===== src/rtl/wdt_defines.vh =====
/*
 * Constants of the watchdog timeout unit: register offsets, field
 * positions, reset values, timing figures and clock mode codes.
 * Assumes it is included by bare name from the rtl/ design files.
 */
`ifndef WDT_DEFINES_VH
`define WDT_DEFINES_VH

// timing: nominal timeout without prescaler, watchdog clock rate
`define WDT_PERIOD_MS 18
`define WDT_CLK_KHZ 50000
// 18 ms at 50000 cycles per ms, sized so the 20-bit parameter takes it whole
`define WDT_TIMEOUT_CYC 20'd900000
`define WDT_CNT_W 20
`define WDT_PS_W 7

// register byte offsets on the apb
`define WDT_ADDR_W 8
`define WDT_OFS_OPTION 8'h00
`define WDT_OFS_FLAGS 8'h04
`define WDT_OFS_IRQ_STAT 8'h08
`define WDT_OFS_IRQ_MASK 8'h0c
`define WDT_OFS_COUNT 8'h10

// timer_option_control fields and reset
`define WDT_OPTION_RST 8'hff
`define WDT_OPT_PSA 3
`define WDT_OPT_PS_HI 2
`define WDT_OPT_PS_LO 0

// flags register fields
`define WDT_FLG_TIMEOUT 0
`define WDT_FLG_POWERDOWN 1
`define WDT_FLG_SLEEPING 2
`define WDT_FLG_OSTHOLD 3
`define WDT_FLG_ENABLED 4

// interrupt status / mask fields and reset
`define WDT_IRQ_W 3
`define WDT_IRQ_RSTEXP 0
`define WDT_IRQ_WAKEEXP 1
`define WDT_IRQ_SLEEP 2
`define WDT_IRQ_RST 3'h0
`define WDT_MASK_RST 3'h0

// system clock mode codes; the three crystal modes need start-up time
`define WDT_CLK_LOWPOWER 3'h0
`define WDT_CLK_MEDIUM 3'h1
`define WDT_CLK_FAST 3'h2
`define WDT_CLK_EXTERNAL_RC_CLOCK 3'h3
`define WDT_CLK_INTERNAL_RC_CLOCK 3'h4
`define WDT_CLK_EXTERNAL_CLOCK_INPUT 3'h5
`define WDT_CLK_SECOSC 3'h6

`endif


===== src/rtl/wdt_sync.v =====
/*
 * Two-stage level synchroniser for signals from outside the mclk domain.
 * Assumes slow levels; pulses narrower than one mclk period may be lost.
 */
`default_nettype none

module wdt_sync #(
	parameter WIDTH = 1
) (
	// clock and reset
	input wire mclk,
	input wire rst_n,
	// asynchronous level in, synchronised level out
	input wire [WIDTH-1:0] asyncIn,
	output wire [WIDTH-1:0] syncOut
);

	reg [WIDTH-1:0] stage1_q;
	reg [WIDTH-1:0] stage2_q;

	always @(posedge mclk) begin
		if (!rst_n) begin
			stage1_q <= {WIDTH{1'b0}};
			stage2_q <= {WIDTH{1'b0}};
		end else begin
			stage1_q <= asyncIn;
			stage2_q <= stage1_q;
		end
	end

	assign syncOut = stage2_q;

endmodule

`default_nettype wire


===== src/rtl/wdt_counter.v =====
/*
 * Watchdog prescaler and timeout counter on the watchdog's own clock.
 * Assumes clearCount comes from logic on the same clock.
 */
`default_nettype none
`include "wdt_defines.vh"

module wdt_counter #(
	parameter [`WDT_CNT_W-1:0] TIMEOUT_CYCLES = `WDT_TIMEOUT_CYC
) (
	// clock and reset
	input wire mclk,
	input wire rst_n,
	// control
	input wire clearCount,
	input wire prescaleAssign,
	input wire [2:0] prescaleSel,
	// status
	output reg expire,
	output wire [`WDT_CNT_W-1:0] countValue
);

	reg [`WDT_PS_W-1:0] prescale_q;
	reg [`WDT_CNT_W-1:0] count_q;
	wire [`WDT_PS_W-1:0] tapMask;
	wire tick;

	// ratio 1:2^sel, so sel 7 gives 1:128
	function [`WDT_PS_W-1:0] psMask;
		input [2:0] sel;
		begin
			psMask = ~({`WDT_PS_W{1'b1}} << sel);
		end
	endfunction

	assign tapMask = psMask(prescaleSel);
	assign tick = prescaleAssign ? ((prescale_q & tapMask) == tapMask) :
		1'b1;
	assign countValue = count_q;

	// mclk here stands for the private free-running oscillator; it is
	// never gated by sleep (see) (see)
	always @(posedge mclk) begin
		if (!rst_n) begin
			prescale_q <= {`WDT_PS_W{1'b0}};
			count_q <= {`WDT_CNT_W{1'b0}};
			expire <= 1'b0;
		end else if (clearCount) begin
			// prescaler only belongs to us when assigned
			if (prescaleAssign)
				prescale_q <= {`WDT_PS_W{1'b0}};
			count_q <= {`WDT_CNT_W{1'b0}};
			expire <= 1'b0;
		end else begin
			if (prescaleAssign)
				prescale_q <= prescale_q + {{(`WDT_PS_W-1){1'b0}}, 1'b1};
			expire <= 1'b0;
			if (tick) begin
				if (count_q == TIMEOUT_CYCLES - {{(`WDT_CNT_W-1){1'b0}},
					1'b1}) begin
					count_q <= {`WDT_CNT_W{1'b0}};
					expire <= 1'b1; // (see)
				end else begin
					count_q <= count_q + {{(`WDT_CNT_W-1){1'b0}}, 1'b1};
				end
			end
		end
	end

endmodule

`default_nettype wire


===== src/rtl/wdt_top.v =====
/*
 * Watchdog timeout unit: apb register file, sleep/wake sequencing,
 * timeout reset and wake requests, status flags and interrupt.
 * Assumes core instruction strobes are one-cycle pulses on mclk and the
 * configuration enable arrives asynchronously from the fuse block.
 */
// Chosen here: the APB slave port and the register addresses.
//
// Overview of operation
// The counter runs on its own free-running oscillator with no parts.
// Counting goes on while the processor clock is stopped in sleep.
// Expiry while running asks for a full device reset.
// Expiry while sleeping wakes the device instead of resetting it.
// A cleared configuration enable keeps the watchdog cleared forever.
// With no prescaler the timeout is 18 ms of the watchdog clock.
// The option register can give it a prescaler up to 1:128 (~2.3 s).
// Clear and sleep instructions zero the counter and its prescaler.
// Each timeout clears the timeout flag.
// Disable, clear, oscillator fail and non-crystal wake hold it clear.
// Wake in a crystal mode holds it clear until start-up time ends.
// Every wake from sleep clears the counter.
// Sleep entry clears the powerdown flag and sets the timeout flag.
// Any reset clears the counter and prescaler for a full period.
`default_nettype none
`include "wdt_defines.vh"

module wdt_top #(
	parameter [`WDT_CNT_W-1:0] TIMEOUT_CYCLES = `WDT_TIMEOUT_CYC
) (
	// clock and reset
	input wire mclk,
	input wire rst_n,
	// apb slave
	input wire psel,
	input wire penable,
	input wire pwrite,
	input wire [`WDT_ADDR_W-1:0] paddr,
	input wire [31:0] pwdata,
	output reg [31:0] prdata,
	output reg pready,
	output reg pslverr,
	// core strobes and clock system status
	input wire clearWatchdogInstruction,
	input wire sleepInstruction,
	input wire wakeSourceEvent,
	input wire oscFailDetect,
	input wire [2:0] sysClkMode,
	input wire oscillatorStartupTimerDone,
	input wire watchdogConfigEnable,
	// results
	output reg deviceResetReq,
	output reg wakeRequest,
	output reg sleeping,
	output reg timeoutFlag,
	output reg powerdownFlag,
	output reg [7:0] timerOption,
	output reg irq
);

	localparam [1:0] ST_RUN = 2'd0;
	localparam [1:0] ST_SLEEP = 2'd1;
	localparam [1:0] ST_OSTWAIT = 2'd2;

	reg [1:0] state_q;
	reg [1:0] state_d;
	reg [`WDT_IRQ_W-1:0] irqStat_q;
	reg [`WDT_IRQ_W-1:0] irqStat_d;
	reg [`WDT_IRQ_W-1:0] irqMask_q;
	reg [7:0] option_d;
	reg timeout_d;
	reg powerdown_d;
	reg resetReq_d;
	reg wakeReq_d;
	reg clearNow;
	reg [31:0] readValue;
	reg readHit;

	wire cfgEnable;
	wire expire;
	wire [`WDT_CNT_W-1:0] countValue;
	wire apbAccess;
	wire apbWrite;
	wire expireHit;
	wire wakeNow;
	wire [`WDT_IRQ_W-1:0] irqEvents;

	// crystal modes need the start-up timer before the clock is usable
	function isCrystal;
		input [2:0] mode;
		begin
			isCrystal = (mode == `WDT_CLK_LOWPOWER) ||
				(mode == `WDT_CLK_MEDIUM) || (mode == `WDT_CLK_FAST);
		end
	endfunction

	// one address decode for both the read and the write path
	function isReg;
		input [`WDT_ADDR_W-1:0] addr;
		input [`WDT_ADDR_W-1:0] ofs;
		begin
			isReg = (addr == ofs);
		end
	endfunction

	wdt_sync #(
		.WIDTH(1)
	) u_cfgSync (
		.mclk(mclk),
		.rst_n(rst_n),
		.asyncIn(watchdogConfigEnable),
		.syncOut(cfgEnable)
	);

	wdt_counter #(
		.TIMEOUT_CYCLES(TIMEOUT_CYCLES)
	) u_counter (
		.mclk(mclk),
		.rst_n(rst_n),
		.clearCount(clearNow),
		.prescaleAssign(timerOption[`WDT_OPT_PSA]),
		.prescaleSel(timerOption[`WDT_OPT_PS_HI:`WDT_OPT_PS_LO]),
		.expire(expire),
		.countValue(countValue)
	);

	// a clear in the same cycle beats an expiry one cycle old, so a
	// late clear still prevents the imminent timeout
	assign expireHit = expire & cfgEnable & ~clearNow;
	assign wakeNow = (state_q == ST_SLEEP) &&
		(wakeSourceEvent || (expire & cfgEnable));

	// one wait state: pready rises in the second access cycle
	assign apbAccess = psel & penable & pready;
	assign apbWrite = apbAccess & pwrite;

	// hold-clear conditions for the counter
	always @* begin
		clearNow = 1'b0;
		if (!cfgEnable)
			clearNow = 1'b1; // (see)
		if (clearWatchdogInstruction)
			clearNow = 1'b1; // (see)
		if (oscFailDetect)
			clearNow = 1'b1;
		if (sleepInstruction && state_q == ST_RUN)
			clearNow = 1'b1;
		if (wakeNow)
			clearNow = 1'b1; // (see)
		if (state_q == ST_OSTWAIT)
			clearNow = 1'b1;
	end

	// sleep sequencer and flag updates
	always @* begin
		state_d = state_q;
		timeout_d = timeoutFlag;
		powerdown_d = powerdownFlag;
		resetReq_d = 1'b0;
		wakeReq_d = 1'b0;
		case (state_q)
			ST_RUN: begin
				if (sleepInstruction) begin
					state_d = ST_SLEEP;
					powerdown_d = 1'b0;
					timeout_d = 1'b1;
				end else if (expireHit) begin
					resetReq_d = 1'b1;
					timeout_d = 1'b0;
				end
			end
			ST_SLEEP: begin
				// counting continues here with the core clock stopped
				if (wakeNow) begin
					wakeReq_d = 1'b1;
					if (expire & cfgEnable)
						timeout_d = 1'b0;
					if (isCrystal(sysClkMode))
						state_d = ST_OSTWAIT;
					else
						state_d = ST_RUN;
				end
			end
			ST_OSTWAIT: begin
				if (oscillatorStartupTimerDone)
					state_d = ST_RUN;
			end
			default: begin
				state_d = ST_RUN;
			end
		endcase
	end

	assign irqEvents = {(state_q == ST_RUN) & sleepInstruction,
		wakeNow & expire & cfgEnable, resetReq_d};

	// sticky status: a new event wins over a write-one-to-clear
	always @* begin
		irqStat_d = irqStat_q;
		if (apbWrite && isReg(paddr, `WDT_OFS_IRQ_STAT))
			irqStat_d = irqStat_q & ~pwdata[`WDT_IRQ_W-1:0];
		irqStat_d = irqStat_d | irqEvents;
	end

	always @* begin
		option_d = timerOption;
		if (apbWrite && isReg(paddr, `WDT_OFS_OPTION))
			option_d = pwdata[7:0];
	end

	// read mux; unmapped addresses read zero and flag an error
	always @* begin
		readValue = 32'h0000_0000;
		readHit = 1'b1;
		if (isReg(paddr, `WDT_OFS_OPTION)) begin
			readValue[7:0] = timerOption;
		end else if (isReg(paddr, `WDT_OFS_FLAGS)) begin
			readValue[`WDT_FLG_TIMEOUT] = timeoutFlag;
			readValue[`WDT_FLG_POWERDOWN] = powerdownFlag;
			readValue[`WDT_FLG_SLEEPING] = (state_q == ST_SLEEP);
			readValue[`WDT_FLG_OSTHOLD] = (state_q == ST_OSTWAIT);
			readValue[`WDT_FLG_ENABLED] = cfgEnable;
		end else if (isReg(paddr, `WDT_OFS_IRQ_STAT)) begin
			readValue[`WDT_IRQ_W-1:0] = irqStat_q;
		end else if (isReg(paddr, `WDT_OFS_IRQ_MASK)) begin
			readValue[`WDT_IRQ_W-1:0] = irqMask_q;
		end else if (isReg(paddr, `WDT_OFS_COUNT)) begin
			readValue[`WDT_CNT_W-1:0] = countValue;
		end else begin
			readHit = 1'b0;
		end
	end

	always @(posedge mclk) begin
		if (!rst_n) begin
			pready <= 1'b0;
			pslverr <= 1'b0;
			prdata <= 32'h0000_0000;
		end else begin
			pready <= psel & penable & ~pready;
			if (psel & penable & ~pready) begin
				pslverr <= ~readHit;
				prdata <= pwrite ? 32'h0000_0000 : readValue;
			end else begin
				pslverr <= 1'b0;
			end
		end
	end

	always @(posedge mclk) begin
		if (!rst_n) begin
			state_q <= ST_RUN;
			timeoutFlag <= 1'b1;
			powerdownFlag <= 1'b1;
			deviceResetReq <= 1'b0;
			wakeRequest <= 1'b0;
			sleeping <= 1'b0;
			timerOption <= `WDT_OPTION_RST;
			irqStat_q <= `WDT_IRQ_RST;
			irqMask_q <= `WDT_MASK_RST;
			irq <= 1'b0;
		end else begin
			state_q <= state_d;
			timeoutFlag <= timeout_d;
			powerdownFlag <= powerdown_d;
			deviceResetReq <= resetReq_d;
			wakeRequest <= wakeReq_d;
			sleeping <= (state_d == ST_SLEEP);
			timerOption <= option_d;
			irqStat_q <= irqStat_d;
			if (apbWrite && isReg(paddr, `WDT_OFS_IRQ_MASK))
				irqMask_q <= pwdata[`WDT_IRQ_W-1:0];
			irq <= |(irqStat_d & irqMask_q);
		end
	end

endmodule

`default_nettype wire


===== config.mk =====
export PLATFORM = sky130hd
export DESIGN_NAME = wdt_top
export DESIGN_NICKNAME = d
export VERILOG_FILES = /design/src/rtl/wdt_sync.v /design/src/rtl/wdt_counter.v /design/src/rtl/wdt_top.v
export VERILOG_INCLUDE_DIRS = /design/src /design/src/rtl
export SDC_FILE = /design/constraint.sdc
export NUM_CORES = 1
export LEC_CHECK = 0
export ABC_AREA = 1
export BUFFER_PORTS_ARGS = -buffer_cell sky130_fd_sc_hd__buf_2
export CAP_MARGIN = 15
export CORE_MARGIN = 5
export CORE_UTILIZATION = 60
export CTS_BUF_LIST = sky130_fd_sc_hd__clkbuf_4 sky130_fd_sc_hd__clkbuf_8
export CTS_CLUSTER_DIAMETER = 120
export CTS_CLUSTER_SIZE = 30
export DETAILED_ROUTE_END_ITERATION = 10
export PLACE_DENSITY = 0.89
export SKIP_CTS_REPAIR_TIMING = 1
export SYNTH_ARGS = -nofsm -noshare
export SYNTH_HDL_FRONTEND = slang
export SYNTH_HIERARCHICAL = 1
export SYNTH_SLANG_ARGS = --single-unit

===== constraint.sdc =====
create_clock -name mclk -period 4.1 [get_ports mclk]
set_clock_uncertainty 0.05 [all_clocks]
set_input_delay 0.205 -clock mclk [delete_from_list [all_inputs] [get_ports mclk]]
set_output_delay 0.205 -clock mclk [all_outputs]
set_load 0.005 [all_outputs]

Word-level counts from Yosys, hierarchy flattened
Index checks and enable logic that the tools add are counted.
{ "totals": {"ff_bits": 86, "out_inout_bits": 48, "input_bits": 54, "word_cells": 116} }
{ "op_classes": {"n_bitwise": 20, "eq_ne": 14, "reduce_logical": 19, "n_addsub": 2, "shifts": 1, "n_mux": 42} }
{ "ops": {"columns": ["cell", "count"], "rows": [
  ["2-to-1 mux 20 bit", 3],
  ["2-to-1 mux 17 bit", 2],
  ["2-to-1 mux 1 bit", 21],
  ["2-to-1 mux 7 bit", 3],
  ["adder 20 x 1 -> 20 bit (second input constant)", 1],
  ["== test 20 bit (second input constant)", 1],
  ["== test 8 x 4 -> 1 bit (second input constant)", 2],
  ["2-to-1 mux 15 bit", 1],
  ["2-to-1 mux 12 bit", 1],
  ["AND 1 bit", 9],
  ["2-to-1 mux 3 bit", 3],
  ["== test 8 x 3 -> 1 bit (second input constant)", 1],
  ["== test 8 x 5 -> 1 bit (second input constant)", 1],
  ["logical NOT 8 bit", 1],
  ["2-to-1 mux 2 bit", 4],
  ["2-to-1 mux 8 bit", 1],
  ["adder 7 x 1 -> 7 bit (second input constant)", 1],
  ["AND 7 bit", 1],
  ["== test 7 bit", 1],
  ["NOT 7 bit", 1],
  ["left shift 7 x 3 -> 7 bit (first input constant)", 1],
  ["AND 3 bit", 2],
  ["one-hot mux 2 bit (3 select lines)", 1],
  ["AND reduction 2 bit", 3],
  ["other kinds (19)", 32]
]} }

Depth between registers and ports, before layout
{ "depth": {"ltp_word": 14, "depth_mapped": 12} }

Hierarchy
The synthesis kept the hierarchy.
{ "by_module_without_submodules": {"columns": ["module", "n_inst", "area_per_inst_um2", "cells_each"], "rows": [
  ["wdt_top", 1, 2132.0, 303],
  ["wdt_counter", 1, 1876.8, 289],
  ["wdt_sync", 1, 55.1, 6]
]} }

Least setup slack after synthesis
Ideal clock, no wire load.
{ "synth_timing": {"path_type": "reg2reg", "from": "reg u_counter.count_q[0], in the netlist u_counter/countValue[0]", "to": "reg u_counter.count_q[18], in the netlist u_counter/countValue[18]", "path_buffers": 0, "arrival_ns": 1.290, "path_stages_with_launch": 9, "required_ns": 3.916, "period_less_slack_ns": 1.474, "setup_slack_ns": 2.626, "setup_time_ns": 0.134, "cell_sequence": "dfxtp_1 ha_1 nand3_2 nor2_1 nand3_1 nand2_1 nand2_1 nand2_1 a21oi_1"} }
{ "synth_between": {"elab_chain_cells": 2} }
{ "synth_rtl": {"columns": ["item", "line_no", "source"], "rows": [
  ["from (decl)", "wdt_counter.v:24", "reg [`WDT_CNT_W-1:0] count_q;"],
  ["from (signal assigned)", "wdt_counter.v:46", "count_q <= {`WDT_CNT_W{1'b0}};"],
  ["from (signal assigned)", "wdt_counter.v:52", "count_q <= {`WDT_CNT_W{1'b0}};"],
  ["from (signal assigned)", "wdt_counter.v:61", "count_q <= {`WDT_CNT_W{1'b0}};"],
  ["adder 20 x 1 -> 20 bit / == test 20 bit (equally long branches)", "wdt_counter.v:64, wdt_counter.v:59", null],
  ["2-to-1 mux 20 bit *", "wdt_counter.v:59", "if (count_q == TIMEOUT_CYCLES - {{(`WDT_CNT_W-1){1'b0}},"]
]} }
Mark *: on every way between the ends. The rest lies on a longest branch, timed or not.
A chain may end at the register's enable or synchronous reset.

Worst setup path after layout
{ "layout_timing": {"from": "reg state_q[0]", "to": "reg u_counter.prescale_q[6]"} }
{ "layout_between": {"elab_chain_cells": 6} }
{ "layout_rtl": {"columns": ["item", "line_no", "source"], "rows": [
  ["from (decl)", "wdt_top.v:64", "reg [1:0] state_q;"],
  ["from (signal assigned)", "wdt_top.v:262", "state_q <= state_d;"],
  ["logical NOT 2 bit", "wdt_top.v:145", "if (sleepInstruction && state_q == ST_RUN)"],
  ["logical AND 1 bit", "wdt_top.v:145", null],
  ["2-to-1 mux 1 bit", "wdt_top.v:145", null],
  ["2-to-1 mux 1 bit", "wdt_top.v:147", "if (wakeNow)"],
  ["2-to-1 mux 1 bit *", "wdt_top.v:149", "if (state_q == ST_OSTWAIT)"],
  ["net clearNow", "wdt_top.v:74", "reg clearNow;"],
  ["2-to-1 mux 7 bit *", "wdt_counter.v:48", "end else if (clearCount) begin"],
  ["to (signal assigned)", "wdt_counter.v:45", "prescale_q <= {`WDT_PS_W{1'b0}};"],
  ["to (signal assigned)", "wdt_counter.v:51", "prescale_q <= {`WDT_PS_W{1'b0}};"],
  ["to (signal assigned)", "wdt_counter.v:56", "prescale_q <= prescale_q + {{(`WDT_PS_W-1){1'b0}}, 1'b1};"],
  ["to (decl)", "wdt_counter.v:23", "reg [`WDT_PS_W-1:0] prescale_q;"]
]} }
The timed path passes the listed nets; every way through them passes the cells marked *.

==> reports/results.tsv <==
stage	metric	value	unit
setup_path	slowest CP cell	dfxtp_1	
cts	clock latency at the later pin of the worst-skew pair	0.36	ns
finish	fraction of layout cells with a size suffix above 1	19.91	%
timing	Max Freq	478.5	MHz
logic_synthesis	register bit total from synthesis	74	
timing	final setup fails	0	
setup_path	Worst Path Buf+Inv	2	
setup_path	required time worst endpoint	4.33	ns
finish	commonest cells after routing, fill and taps aside	174 x nand2_1, 74 x dfxtp_1, 65 x buf_2, 62 x nand3_1	
pwr	leakage dissipation	2.023	nW
timing	worst rel slew slack	49.48	%
setup_path	crit start category	flip-flop	
timing	Worst Tran Pin Value	0.7532	ns
setup_path	crit-path max cell delay	0.35	ns
logic_synthesis	Cell Area, Synth	0.004064	sq mm
cts	clock root buffer	clkbuf_8	
setup_path	largest fanout on the critical path	19	
finish	most common cell after layout, fill and taps aside	nand2_1	
placed_design	post-DP HPWL	7441	um
finish	fin area	0.004594	sq mm
setup_path	Reg-to-Reg Start	state_q[0]	
logic_synthesis	post-synthesis cell type count	42	
pwr	switching power	0.3361	mW
timing	Final period util	50.97	%
setup_path	ordered list of cells on the worst path	nor2_1 -> nand2_1 -> nand3_1 -> nor2_2 -> inv_2 -> nand2_1 -> inv_1 -> nor3_1	
route	drt total wl	10310	um
cts	Sink Count	74	
floorplan	Initial Util	60.82	%
timing	Hold Fails Final Rpt	0	
timing	Final TNS setup	0	ns
placed_design	Final Wtd Congestion	0.9712	
pwr	sequential fraction of design power	48.6	%
cts	TritonCTS buffer count	9	
global_routing	global-route wire length before repair	16880	um
hold_path	Hold WC Path Type	primary input to flip-flop	
setup_path	Critical Path Most Common Cell	nand2_1	
floorplan	Die Y	92.30	um
setup_path	worst r2r dst	u_counter/prescale_q[6]	
floorplan	Die W	92.30	um
logic_synthesis	post-synthesis sequential area ratio	36.45	%
global_routing	initial antenna violation count	0	
pwr	switching share of total power	22.43	%
timing	Final min period	2.090	ns
global_routing	All-Layer GR Usage	24.51	%
cts	clk buf depth	2	
finish	number of diodes	0	
pwr	Peak VDD IR	181.7	uV
placed_design	I/O Buffers	65	
cts	CTS tree	yes	
pwr	internal power	1.162	mW
global_routing	remaining global-route overflow	0	
hold_path	Worst Min Path Start	pwdata[5]	
logic_synthesis	Ys Warns	6	
setup_path	Crit path arrival time	2.32	ns
route	drt first pass iters	5	
pwr	Clk pwr share	46.6	%
timing	Slew Limit Fails	0	
floorplan	I/O pin count	102	
logic_synthesis	average cell area after synthesis	6.796	sq um
route	detailed-route via count	4072	
floorplan	Core Area	0.006681	sq mm
logic_synthesis	most common flop cell mapped by yosys	dfxtp_1	
setup_path	CP delay by family, top	simple AND/OR/NAND/NOR gates	
run_status	status	completed	
cts	CTS H-tree lvls	3	
route	initial DRC count	343	
global_routing	vias in the first global route	3664	
job	# Max-Cap Violations	0	
hold_path	worst hold stages	3	
pwr	Logic pwr share	4.8	%
pwr	Power Density	326.2	mW/mm^2
route	WL/cell	13.87	um
setup_path	Setup crit end kind	flip-flop	
pwr	Total Power	1.499	mW
hold_path	worst hold endpoint	timerOption[5]	
finish	Syn-to-layout area delta	13.05	%
setup_path	Worst Reg-to-Reg Cells	8	
finish	Final Net Count	714	
logic_synthesis	asr flop ratio synth	0	%
route	vias per cell	5.480	
placed_design	placed cell area	0.004340	sq mm
logic_synthesis	Cells after Synth	598	
cts	clk slew on worst S/H paths	0.08	ns
floorplan	FP Rows	30	
floorplan	die area	0.008519	sq mm
logic_synthesis	Post-synth EDFFs	0	
setup_path	Worst Path Class, Setup	flip-flop to flip-flop	
timing	unrepaired setup endpoints after global routing	no	
route	# DRC	0	
global_routing	largest net degree at the start of global routing	28	
setup_path	r2r setup slk	2.01	ns
route	Final ANT Viol Nets	0	
==> worst reg2reg max path: stages (launching register included) <==
cell	delay (ns)
dfxtp_1	0.35
nor2_1	0.06
nand2_1	0.25
nand3_1	0.24
nor2_2	0.34
inv_2	0.23
nand2_1	0.18
inv_1	0.09
nor3_1	0.21
==> Yosys cell counts, types with 2 or more instances <==
library cell	number	area [sq um]
dfxtp_1	74	1481
nand2_1	174	653.1
xnor2_1	3	26.28
ha_1	2	25.02
o21ai_0	9	45.04
and2_1	2	12.51
o21ai_1	3	15.01
o211ai_1	5	37.54
nor2_2	12	75.07
inv_1	51	191.4
clkbuf_1	6	22.52
nor2_4	5	56.30
a21oi_2	3	26.28
buf_2	5	25.02
inv_4	3	18.77
nor3_1	6	30.03
nand4_1	7	43.79
nor3_2	2	20.02
nor2_1	49	183.9
nand3_2	4	40.04
o211ai_2	2	25.02
nand2_2	5	31.28
nand3b_1	3	22.52
buf_4	13	97.59
a21oi_1	51	255.2
buf_6	4	45.04
xor2_1	9	78.83
clkinv_1	3	11.26
inv_2	9	33.78
nand3_1	62	310.3
==> sequential cells by signal (all words and copies together), names as in the netlist, 2 cells and up <==
| signal | flops |
|---|---|
| irqStat_q | 3 |
| u_counter/countValue | 20 |
| u_counter/prescale_q | 7 |
| irqMask_q | 3 |
| prdata | 20 |
| state_q | 2 |
| timerOption | 8 |
==> area by class of cell <==
| cell class | instances | area, sq um |
|---|---|---|
| tap | 80 | 100.1 |
| multi-input combinational | 440 | 2173 |
| sequential | 74 | 1481 |
| clock inverter | 6 | 112.6 |
| timing repair buffer | 66 | 335.3 |
| inverter | 67 | 260.3 |
| clock buffer | 10 | 131.4 |
| fill | 569 | 2087 |
==> per-layer routing <==
metal / track usage [%] / part of all wire, % / vias to the layer above
met3: 5.361 / 9.5 / 35
met4: 11.01 / 2.8 / 0
met5: 0 / 0 / -
met2: 38.97 / 46 / 210
met1: 31.82 / 41 / 1808
li1: - / - / 2019
==> worst max-delay path by stage <==
stage	from	to	slack (ns)	depth (start not counted)
final	state_q[0]	u_counter/prescale_q[6]	2.01	8
after global routing	state_q[0]	u_counter/prescale_q[6]	1.92	8
after CTS	state_q[1]	u_counter/prescale_q[6]	2.08	10
after detailed placement	state_q[0]	u_counter/prescale_q[6]	2.12	8
after global placement	rst_n	pslverr	2.13	5
after floorplan	u_counter/countValue[0]	u_counter/countValue[18]	2.63	8
==> power by group through the flow <==
stage | combinational (mW) | sequential (mW) | clock (mW)
floorplan | 0.0496 | 0.745 | 0
global placement | 0.0678 | 0.745 | 0
detailed placement | 0.0696 | 0.745 | 0
CTS | 0.0706 | 0.728 | 0.701
global route | 0.0810 | 0.729 | 0.737
finish | 0.0723 | 0.728 | 0.698
==> per-stage QoR <==
stage | setup WS (ns) | hold WS, ns | std cells | utilization [%]
finish | 2.010 | 0.01572 | 743 | 68.76
global route | 1.917 | 0.01204 | 743 | 68.76
CTS | 2.077 | -0.03527 | 742 | 68.61
detailed placement | 2.118 | 0.3360 | 726 | 64.96
global placement | 2.127 | 0.3347 | 726 | 64.96
floorplan | 2.626 | 0.2485 | 609 | -
==> kinds of logic after synthesis <==
group,synth area share [%]
compound gates,10.50
buf+inv,11.08
xor+xnor,2.586
fa+ha+maj,0.6157
simple gates,38.67
other cells,0.09228
flops,36.45
Power figures use the tool's default switching activity.
